<file path="config.mk">
export PLATFORM = sky130hd
export DESIGN_NAME = rim_top
export DESIGN_NICKNAME = d
export VERILOG_FILES = /design/src/rim_pkg.sv /design/src/rim_axil_slave.sv /design/src/rim_top.sv /design/src/rim_trigger.sv
export VERILOG_INCLUDE_DIRS = /design/src
export SDC_FILE = /design/constraint.sdc
export NUM_CORES = 1
export LEC_CHECK = 0
export BUFFER_PORTS_ARGS = -buffer_cell sky130_fd_sc_hd__buf_2
export CORE_ASPECT_RATIO = 0.75
export CORE_UTILIZATION = 54
export CTS_CLUSTER_DIAMETER = 80
export CTS_CLUSTER_SIZE = 10
export DETAILED_ROUTE_END_ITERATION = 6
export PLACE_DENSITY = 0.94
export SKIP_LAST_GASP = 1
export SYNTH_ARGS = -nofsm -noshare
export SYNTH_HDL_FRONTEND = slang
export SYNTH_SLANG_ARGS = --single-unit
</file>
<file path="constraint.sdc">
create_clock -name MCLK -period 6.8 [get_ports MCLK]
set_clock_uncertainty 0.2 [all_clocks]
set_input_delay 1.36 -clock MCLK [delete_from_list [all_inputs] [get_ports MCLK]]
set_output_delay 1.36 -clock MCLK [all_outputs]
set_load 0.005 [all_outputs]
</file>
<file path="src/rim_cfg.svh">
// constants for the receiver interrupt mask and mode block
// What this block does
// - channel status crc interrupt enabled only when set
// - parity error interrupt gated by its enable
// - validity error interrupt gated by its enable
// - biphase error interrupt gated by its enable
// - subcode change interrupt gated by its enable
// - lock loss interrupt gated by its enable
// - subcode crc interrupt gated by its enable
// - buffer transfer interrupt gated by its enable
// - output slip interrupt gated by second enable
// - subcode change trigger: rise, fall, level
// - lock loss trigger: rise, fall, level
// - subcode crc trigger: rise, fall, level
// - buffer transfer trigger from mode bits 1:0
// - no interrupt without its enable bit set
`ifndef RIM_CFG_SVH
`define RIM_CFG_SVH

// register indices; byte address is four times the index
`define RIM_IDX_EN_ONE   8'h16
`define RIM_IDX_EN_TWO   8'h17
`define RIM_IDX_TRIG_ONE 8'h18
`define RIM_IDX_STS_ONE  8'h30
`define RIM_IDX_STS_TWO  8'h31
`define RIM_IDX_CLR_ONE  8'h32
`define RIM_IDX_CLR_TWO  8'h33
`define RIM_IDX_COND     8'h34

// bus geometry
`define RIM_AW           10
`define RIM_IDX_LSB      2
`define RIM_RESP_OKAY    2'h0
`define RIM_RESP_SLVERR  2'h2

// source positions: bits 7..0 follow enable one, bit 8 is the slip source
`define RIM_NSRC         9
`define RIM_NMODE        4
`define RIM_SRC_SLIP     8
`define RIM_SRC_CSCRC    7
`define RIM_SRC_PARITY   6
`define RIM_SRC_VALID    5
`define RIM_SRC_BIPH     4
`define RIM_SRC_QCHG     3
`define RIM_SRC_LOCK     2
`define RIM_SRC_QCRC     1
`define RIM_SRC_XFER     0

// reset values
`define RIM_EN_RST       9'h000
`define RIM_TRIG_RST     8'h00
`define RIM_STS_RST      9'h000

`endif

</file>
<file path="src/rim_pkg.sv">
// types shared by the receiver interrupt block
package rim_pkg;
    typedef enum logic [1:0] {
        RIM_RISE  = 2'h0,
        RIM_FALL  = 2'h1,
        RIM_LEVEL = 2'h2,
        RIM_RSVD  = 2'h3
    } rim_mode_type;

    typedef struct packed {
        logic       en;
        logic [7:0] idx;
        logic [7:0] data;
    } rim_wr_type;
endpackage : rim_pkg

</file>
<file path="src/rim_axil_slave.sv">
// axi4-lite slave front end for the receiver interrupt registers
`timescale 1ns/1ps
`include "rim_cfg.svh"
module rim_axil_slave (
    // clock and reset
    input  wire logic                clk,
    input  wire logic                rst,
    // write address and data
    input  wire logic [`RIM_AW-1:0]  awaddr,
    input  wire logic                awvalid,
    output logic                     awready,
    input  wire logic [31:0]         wdata,
    input  wire logic [3:0]          wstrb,
    input  wire logic                wvalid,
    output logic                     wready,
    // write response
    output logic [1:0]               bresp,
    output logic                     bvalid,
    input  wire logic                bready,
    // read
    input  wire logic [`RIM_AW-1:0]  araddr,
    input  wire logic                arvalid,
    output logic                     arready,
    output logic [31:0]              rdata,
    output logic [1:0]               rresp,
    output logic                     rvalid,
    input  wire logic                rready,
    // register file side
    output rim_pkg::rim_wr_type      wr,
    output logic [7:0]               rd_idx,
    input  wire logic [7:0]          rd_data
);
    import rim_pkg::*;

    function automatic logic reg_hit(input logic [`RIM_AW-1:0] a);
        logic [7:0] i;
        i = a[`RIM_AW-1:`RIM_IDX_LSB];
        reg_hit = (i == `RIM_IDX_EN_ONE) || (i == `RIM_IDX_EN_TWO) || (i == `RIM_IDX_TRIG_ONE) ||
                  (i == `RIM_IDX_STS_ONE) || (i == `RIM_IDX_STS_TWO) || (i == `RIM_IDX_CLR_ONE) ||
                  (i == `RIM_IDX_CLR_TWO) || (i == `RIM_IDX_COND);
    endfunction : reg_hit

    logic [`RIM_AW-1:0] awaddr_r, awaddr_nxt;
    logic [7:0]         wdata_r, wdata_nxt;
    logic               wlane_r, wlane_nxt;
    logic               aw_full_r, aw_full_nxt, w_full_r, w_full_nxt;
    logic               bvalid_r, bvalid_nxt, rvalid_r, rvalid_nxt;
    logic [1:0]         bresp_r, bresp_nxt, rresp_r, rresp_nxt;
    logic [31:0]        rdata_r, rdata_nxt;
    logic               awready_r, awready_nxt, wready_r, wready_nxt, arready_r, arready_nxt;
    logic               commit;

    assign rd_idx = araddr[`RIM_AW-1:`RIM_IDX_LSB];

    always_comb begin
        awaddr_nxt  = awaddr_r;
        wdata_nxt   = wdata_r;
        wlane_nxt   = wlane_r;
        aw_full_nxt = aw_full_r;
        w_full_nxt  = w_full_r;
        bvalid_nxt  = bvalid_r;
        bresp_nxt   = bresp_r;
        // address and data are held separately, so either may arrive first
        if (awvalid && awready_r) begin
            awaddr_nxt  = awaddr;
            aw_full_nxt = 1'b1;
        end
        if (wvalid && wready_r) begin
            wdata_nxt  = wdata[7:0];
            wlane_nxt  = wstrb[0];
            w_full_nxt = 1'b1;
        end
        commit = aw_full_r && w_full_r && !bvalid_r;
        if (commit) begin
            aw_full_nxt = 1'b0;
            w_full_nxt  = 1'b0;
            bvalid_nxt  = 1'b1;
            bresp_nxt   = reg_hit(awaddr_r) ? `RIM_RESP_OKAY : `RIM_RESP_SLVERR;
        end else if (bvalid_r && bready) begin
            bvalid_nxt = 1'b0;
        end
        awready_nxt = !aw_full_nxt;
        wready_nxt  = !w_full_nxt;
        // narrow registers live in lane 0; other lanes are dropped
        wr.en   = commit && reg_hit(awaddr_r) && wlane_r;
        wr.idx  = awaddr_r[`RIM_AW-1:`RIM_IDX_LSB];
        wr.data = wdata_r;
        rvalid_nxt = rvalid_r && !rready;
        rdata_nxt  = rdata_r;
        rresp_nxt  = rresp_r;
        if (arvalid && arready_r) begin
            rvalid_nxt = 1'b1;
            rdata_nxt  = reg_hit(araddr) ? {24'h000000, rd_data} : 32'h00000000;
            rresp_nxt  = reg_hit(araddr) ? `RIM_RESP_OKAY : `RIM_RESP_SLVERR;
        end
        arready_nxt = !rvalid_nxt;
    end

    always_ff @(posedge clk or posedge rst) begin
        if (rst) begin
            awaddr_r  <= '0;
            wdata_r   <= 8'h00;
            wlane_r   <= 1'b0;
            aw_full_r <= 1'b0;
            w_full_r  <= 1'b0;
            bvalid_r  <= 1'b0;
            bresp_r   <= `RIM_RESP_OKAY;
            rvalid_r  <= 1'b0;
            rdata_r   <= 32'h00000000;
            rresp_r   <= `RIM_RESP_OKAY;
            awready_r <= 1'b1;
            wready_r  <= 1'b1;
            arready_r <= 1'b1;
        end else begin
            awaddr_r  <= awaddr_nxt;
            wdata_r   <= wdata_nxt;
            wlane_r   <= wlane_nxt;
            aw_full_r <= aw_full_nxt;
            w_full_r  <= w_full_nxt;
            bvalid_r  <= bvalid_nxt;
            bresp_r   <= bresp_nxt;
            rvalid_r  <= rvalid_nxt;
            rdata_r   <= rdata_nxt;
            rresp_r   <= rresp_nxt;
            awready_r <= awready_nxt;
            wready_r  <= wready_nxt;
            arready_r <= arready_nxt;
        end
    end

    assign awready = awready_r;
    assign wready  = wready_r;
    assign bvalid  = bvalid_r;
    assign bresp   = bresp_r;
    assign arready = arready_r;
    assign rvalid  = rvalid_r;
    assign rdata   = rdata_r;
    assign rresp   = rresp_r;
endmodule : rim_axil_slave

</file>
<file path="src/rim_top.sv">
// receiver interrupt mask, trigger mode and sticky status with axi4-lite access
`timescale 1ns/1ps
`include "rim_cfg.svh"
module rim_top (
    // clock and reset
    input  wire logic                   MCLK,
    input  wire logic                   RESET,
    // axi4-lite write address and data
    input  wire logic [`RIM_AW-1:0]     AWADDR,
    input  wire logic                   AWVALID,
    output logic                        AWREADY,
    input  wire logic [31:0]            WDATA,
    input  wire logic [3:0]             WSTRB,
    input  wire logic                   WVALID,
    output logic                        WREADY,
    // axi4-lite write response
    output logic [1:0]                  BRESP,
    output logic                        BVALID,
    input  wire logic                   BREADY,
    // axi4-lite read
    input  wire logic [`RIM_AW-1:0]     ARADDR,
    input  wire logic                   ARVALID,
    output logic                        ARREADY,
    output logic [31:0]                 RDATA,
    output logic [1:0]                  RRESP,
    output logic                        RVALID,
    input  wire logic                   RREADY,
    // receiver conditions, same clock, bit order as the status registers
    input  wire logic [`RIM_NSRC-1:0]   RX_COND,
    // interrupt request, active high level
    output logic                        RECV_IRQ
);
    import rim_pkg::*;

    ////////////////////////////////////////////////////////////////////////////
    // register bus

    rim_wr_type                  wr;
    logic [7:0]                  rd_idx;
    logic [7:0]                  rd_data;

    rim_axil_slave u_bus (
        .clk     (MCLK),
        .rst     (RESET),
        .awaddr  (AWADDR),
        .awvalid (AWVALID),
        .awready (AWREADY),
        .wdata   (WDATA),
        .wstrb   (WSTRB),
        .wvalid  (WVALID),
        .wready  (WREADY),
        .bresp   (BRESP),
        .bvalid  (BVALID),
        .bready  (BREADY),
        .araddr  (ARADDR),
        .arvalid (ARVALID),
        .arready (ARREADY),
        .rdata   (RDATA),
        .rresp   (RRESP),
        .rvalid  (RVALID),
        .rready  (RREADY),
        .wr      (wr),
        .rd_idx  (rd_idx),
        .rd_data (rd_data)
    );

    ////////////////////////////////////////////////////////////////////////////
    // state

    logic [`RIM_NSRC-1:0]        en_r;
    logic [`RIM_NSRC-1:0]        en_nxt;
    logic [7:0]                  trig_r;
    logic [7:0]                  trig_nxt;
    logic [`RIM_NSRC-1:0]        sts_r;
    logic [`RIM_NSRC-1:0]        sts_nxt;
    logic                        irq_r;
    logic                        irq_nxt;
    logic [`RIM_NSRC-1:0]        evt;
    logic [`RIM_NSRC-1:0]        clr;
    rim_mode_type                mode [`RIM_NSRC];

    ////////////////////////////////////////////////////////////////////////////
    // trigger detectors

    genvar g;
    generate
        for (g = 0; g < `RIM_NSRC; g = g + 1) begin : g_src
            if (g < `RIM_NMODE) begin : g_sel
                // four sources take their trigger from the mode register
                assign mode[g] = rim_mode_type'(trig_r[2*g +: 2]);
            end else begin : g_fix
                // sources without a mode field keep the default rising edge
                assign mode[g] = RIM_RISE;
            end
            rim_trigger u_trig (
                .clk  (MCLK),
                .rst  (RESET),
                .cond (RX_COND[g]),
                .mode (mode[g]),
                .evt  (evt[g])
            );
        end
    endgenerate

    ////////////////////////////////////////////////////////////////////////////
    // register writes, sticky status and interrupt

    always_comb begin
        en_nxt   = en_r;
        trig_nxt = trig_r;
        clr      = '0;
        if (wr.en) begin
            case (wr.idx)
                `RIM_IDX_EN_ONE:   en_nxt[7:0] = wr.data;
                `RIM_IDX_EN_TWO:   en_nxt[`RIM_SRC_SLIP] = wr.data[0];
                `RIM_IDX_TRIG_ONE: trig_nxt = wr.data;
                `RIM_IDX_CLR_ONE:  clr[7:0] = wr.data;
                `RIM_IDX_CLR_TWO:  clr[`RIM_SRC_SLIP] = wr.data[0];
                default:           clr = '0;
            endcase
        end
        // a new event in the clearing cycle survives the clear
        sts_nxt = (sts_r & ~clr) | evt;
        irq_nxt = |(sts_nxt & en_nxt);
    end

    always_ff @(posedge MCLK or posedge RESET) begin
        if (RESET) begin
            en_r   <= `RIM_EN_RST;
            trig_r <= `RIM_TRIG_RST;
            sts_r  <= `RIM_STS_RST;
            irq_r  <= 1'b0;
        end else begin
            en_r   <= en_nxt;
            trig_r <= trig_nxt;
            sts_r  <= sts_nxt;
            irq_r  <= irq_nxt;
        end
    end

    assign RECV_IRQ = irq_r;

    ////////////////////////////////////////////////////////////////////////////
    // read mux; clear registers are write-only and read zero

    always_comb begin
        case (rd_idx)
            `RIM_IDX_EN_ONE:   rd_data = en_r[7:0];
            `RIM_IDX_EN_TWO:   rd_data = {7'h00, en_r[`RIM_SRC_SLIP]};
            `RIM_IDX_TRIG_ONE: rd_data = trig_r;
            `RIM_IDX_STS_ONE:  rd_data = sts_r[7:0];
            `RIM_IDX_STS_TWO:  rd_data = {7'h00, sts_r[`RIM_SRC_SLIP]};
            `RIM_IDX_COND:     rd_data = RX_COND[7:0];
            default:           rd_data = 8'h00;
        endcase
    end
endmodule : rim_top

</file>
<file path="src/rim_trigger.sv">
// per-source trigger detector: rising, falling or level
`timescale 1ns/1ps
`include "rim_cfg.svh"
module rim_trigger (
    // clock and reset
    input  wire logic              clk,
    input  wire logic              rst,
    // condition and selected mode
    input  wire logic              cond,
    input  rim_pkg::rim_mode_type  mode,
    // one-cycle event, or held request in level mode
    output logic                   evt
);
    import rim_pkg::*;

    logic prev_r;
    logic prev_nxt;

    always_comb begin
        prev_nxt = cond;
        case (mode)
            RIM_RISE:  evt = cond & ~prev_r;
            RIM_FALL:  evt = ~cond & prev_r;
            RIM_LEVEL: evt = cond;
            // reserved code: quiet rather than guess a meaning
            default:   evt = 1'b0;
        endcase
    end

    always_ff @(posedge clk or posedge rst) begin
        if (rst) begin
            prev_r <= 1'b0;
        end else begin
            prev_r <= prev_nxt;
        end
    end
endmodule : rim_trigger
</file>
==> flow_summary_export.csv <==
group,metric,value,unit
synthesis,synth-compound-area-share,15.0,%
timing,finalSetupViolCount,0,
cts,clk-insertion-delay-late,350,ps
grt,grt_pass1_wl,10.9,mm
synthesis,seq_area_frac_synth,54.3,%
synthesis,asyncSetResetFlopFracSynth,100,%
status,outcome,"completed",
timing,final.min_clock_period,3250,ps
grt,final_global_route_overflow_total,0,
cells_and_area,layout_commonest_cell,"sky130_fd_sc_hd__dfrtp_1",
die,floorplan.die.width,91.3,um
cts,ctsResizeCount,0,
cts,cts_htree_levels,3,
cts,clk_path_buf_depth,2,
worst_hold_path,hold_path_depth,1,
synthesis,combinational_family_with_the_most_area_after_synthesis,"compound AO/OA/AOI/OAI gates",
synthesis,synthesis_stage_register_bit_count,70,
placement,port-buffer-count,56,
routing,post-route-drc-count,0,
grt,grt_usage,22.8,%
cells_and_area,drive_above_1_share,27.3,%
placement,place_area,0.00348,mm^2
cells_and_area,non_filler_instance_count_after_layout,440,
setup_path,timing.critical_path.fanout_max,7,
placement,place_congestion,0.773,
die,die_area,0.00630,mm^2
pwr,power.ir.vdd_worst,0.000217,V
die,core-area,0.00580,mm^2
timing,fin_crit_share,47.8,%
cts,cts.root.buffer_cell,"sky130_fd_sc_hd__clkbuf_8",
grt,grt_start_max_net_pins,71,
routing,drt-vias-per-instance,5.46,
synthesis,post_synth_mux_area_share,6.93,%
setup_path,worstSetupPathType,"in2reg",
routing,wire_per_inst,15.0,um
synthesis,number_of_enable_type_register_cells_in_the_synthesized_netlist,0,
cts,clkTransAtPathRegs,80,ps
setup_path,max_stage_delay,490,ps
placement,number_of_placed_cells_counting_well_taps,424,
cells_and_area,mostFrequentLayoutCells,"67 x sky130_fd_sc_hd__dfrtp_1, 56 x sky130_fd_sc_hd__buf_2, 37 x sky130_fd_sc_hd__o21ai_0",
synthesis,ys_warn_count,0,
timing,tightestPinTransition,842,ps
setup_path,critical_path_depth,6,
synthesis,synth-adder-area-share,0,%
worst_hold_path,worstHoldPathType,"reg2reg",
routing,vias,2401,
job,count_of_maximum_capacitance_violations,0,
setup_path,startpoint_type,"input pin",
setup_path,crit_family,"simple AND/OR/NAND/NOR gates",
synthesis,synth-main-ff-cell,"sky130_fd_sc_hd__dfrtp_1",
setup_path,cpMaxStageDelayCell,"sky130_fd_sc_hd__nor3_2",
timing,slew_violations,0,
setup_path,crit_chain,"buf_2, nor3b_1, or3b_1, nor3_2, a221oi_1, o21ai_0",
timing,final.setup.tns,0,ps
placement,hpwlAfterDp,4.70,mm
setup_path,cp_data_arrival_time,3320,ps
timing,slew_headroom,43.9,%
die,io_pins,114,
setup_path,timing.critical_path.required,6870,ps
grt,first_global_vias,2359,
routing,firstDrtPassIters,4,
cts,cts_tree,"built",
cells_and_area,finalInstanceArea,0.00365,mm^2
synthesis,synthesized_area_per_cell,10.9,um^2
cts,cts_post_setup_buffers_inserted,0,
synthesis,yosysUniqueCellTypes,46,
synthesis,synth_xor_xnor_area_share,0,%
die,die_height,69,um
cells_and_area,final_nets,429,
synthesis,synthesis.instances,296,
cts,cts_hold_buffers,0,
timing,grt_setup_unrepaired,"false",
pwr,cellLeakagePower,1.74,nW
routing,drt_iter0_drc,198,
routing,drt.antenna.violating_nets,0,
pwr,powerDensity,299,mW/mm^2
setup_path,worstRegToRegCells,6,
cts,cts_buffers,9,
die,start_util,55.8,%
timing,timing.fmax,308,MHz
cells_and_area,antenna_cells_inserted,0,
setup_path,path_buf_inv,1,
cells_and_area,syn2layout_area_growth,13.0,%
cts,cts.sink_count,70,
setup_path,critPathCaptureType,"flop",
grt,initial_antenna_violation_count,0,
timing,hold_viol,0,
routing,detail_route.wirelength,6.59,mm
synthesis,synth-simple-area-share,14.1,%
die,core.rowCount,24,
synthesis,syn_area,0.00323,mm^2
cell usage after synthesis, types with 3 or more instances:
master | count | area share (%)
sky130_fd_sc_hd__a221oi_1 | 8 | 2.2
sky130_fd_sc_hd__o21ai_1 | 5 | 0.77
sky130_fd_sc_hd__nand2b_1 | 6 | 1.2
sky130_fd_sc_hd__dfrtp_1 | 67 | 52
sky130_fd_sc_hd__nand2_1 | 33 | 3.8
sky130_fd_sc_hd__nand4_1 | 3 | 0.58
sky130_fd_sc_hd__nand3b_1 | 3 | 0.70
sky130_fd_sc_hd__nor3b_1 | 3 | 0.70
sky130_fd_sc_hd__a22o_1 | 8 | 2.2
sky130_fd_sc_hd__and3b_1 | 3 | 0.81
sky130_fd_sc_hd__nor2b_1 | 5 | 0.97
sky130_fd_sc_hd__o21ai_0 | 37 | 5.7
sky130_fd_sc_hd__mux2_2 | 15 | 5.2
sky130_fd_sc_hd__inv_1 | 22 | 2.6
sky130_fd_sc_hd__a21oi_1 | 5 | 0.77
sky130_fd_sc_hd__mux2i_1 | 4 | 1.2
sky130_fd_sc_hd__buf_4 | 26 | 6.0
sky130_fd_sc_hd__nor2_1 | 5 | 0.58
sky130_fd_sc_hd__dfstp_2 | 3 | 2.4
sky130_fd_sc_hd__clkbuf_1 | 4 | 0.46
flip-flops by register name, indices dropped and copies added (netlist names), 8 cells and up:
signal / cells
u_bus.wdata_r: 8
u_bus.rdata: 8
g_src.u_trig.prev_r: 9
trig_r: 8
u_bus.awaddr_r: 8
sts_r: 9
en_r: 9
per-stage QoR:
step | setup slack [ps] | total power, mW | utilization [%] | hold WS, ps
6_report | 3550 | 1.09 | 63.0 | 255
5_1_grt | 3420 | 1.15 | 63.0 | 290
4_1_cts | 3620 | 1.10 | 63.0 | 255
3_5_place_dp | 3270 | 0.808 | 60.1 | 246
3_3_place_gp | 3380 | 0.790 | 60.1 | 241
2_1_floorplan | 3480 | 0.738 | - | 229
per-layer routing:
| layer | up-vias | share of wire [%] | global-route usage, % |
|---|---|---|---|
| met2 | 129 | 46 | 36.0 |
| met3 | 13 | 8.2 | 6.84 |
| met4 | 0 | 1.5 | 9.88 |
| met1 | 1149 | 44 | 29.3 |
| li1 | 1110 | - | - |
| met5 | - | 0 | 0 |
worst paths after layout:
check	startpoint	end	slack, ps
setup / recovery	ARADDR[9]	u_bus.rdata[2]$_DFFE_PP0P_	3550
hold / removal	g_src[5].u_trig.prev_r$_DFF_PP0_	sts_r[5]$_DFF_PP0_	250
setup reg to reg	u_bus.awaddr_r[5]$_DFFE_PP0P_	RECV_IRQ$_DFF_PP0_	4100
hold reg to reg	g_src[5].u_trig.prev_r$_DFF_PP0_	sts_r[5]$_DFF_PP0_	250
max in group asynchronous	RESET	u_bus.wdata_r[5]$_DFFE_PP0P_	4800
min in group asynchronous	RESET	u_bus.awaddr_r[8]$_DFFE_PP0P_	1060
power breakdown:
group          internal, mW  switching (mW)
logic                 0.107           0.123
clock network         0.132           0.155
registers             0.506          0.0687
cell families (layout without fill, tap and decap cells):
group / count (synthesis) / count (layout)
AOI/OAI and AO/OA: 76 / 76
buffers and inverters: 54 / 95
DFF: 70 / 70
muxes: 20 / 20
other: 1 / 26
and+or+nand+nor: 75 / 75
worst reg2reg max path: stages (launching register included):
cell and delay [ps]:
sky130_fd_sc_hd__dfrtp_1 460, sky130_fd_sc_hd__nor4b_4 370, sky130_fd_sc_hd__and4bb_1 570, sky130_fd_sc_hd__mux2i_1 340, sky130_fd_sc_hd__a31oi_1 110, sky130_fd_sc_hd__a2111oi_2 370, sky130_fd_sc_hd__nand4b_1 160
layout make-up:
type / instances / area [um^2]
fill: 465 / 2140
clock inverter: 5 / 36.3
timing repair buffer: 57 / 288
multi-input combinational: 197 / 1260
tap: 78 / 97.6
inverter: 22 / 82.6
clock buffer: 11 / 131
sequential: 70 / 1760
Note: power is estimated with default switching activity, not from simulation.
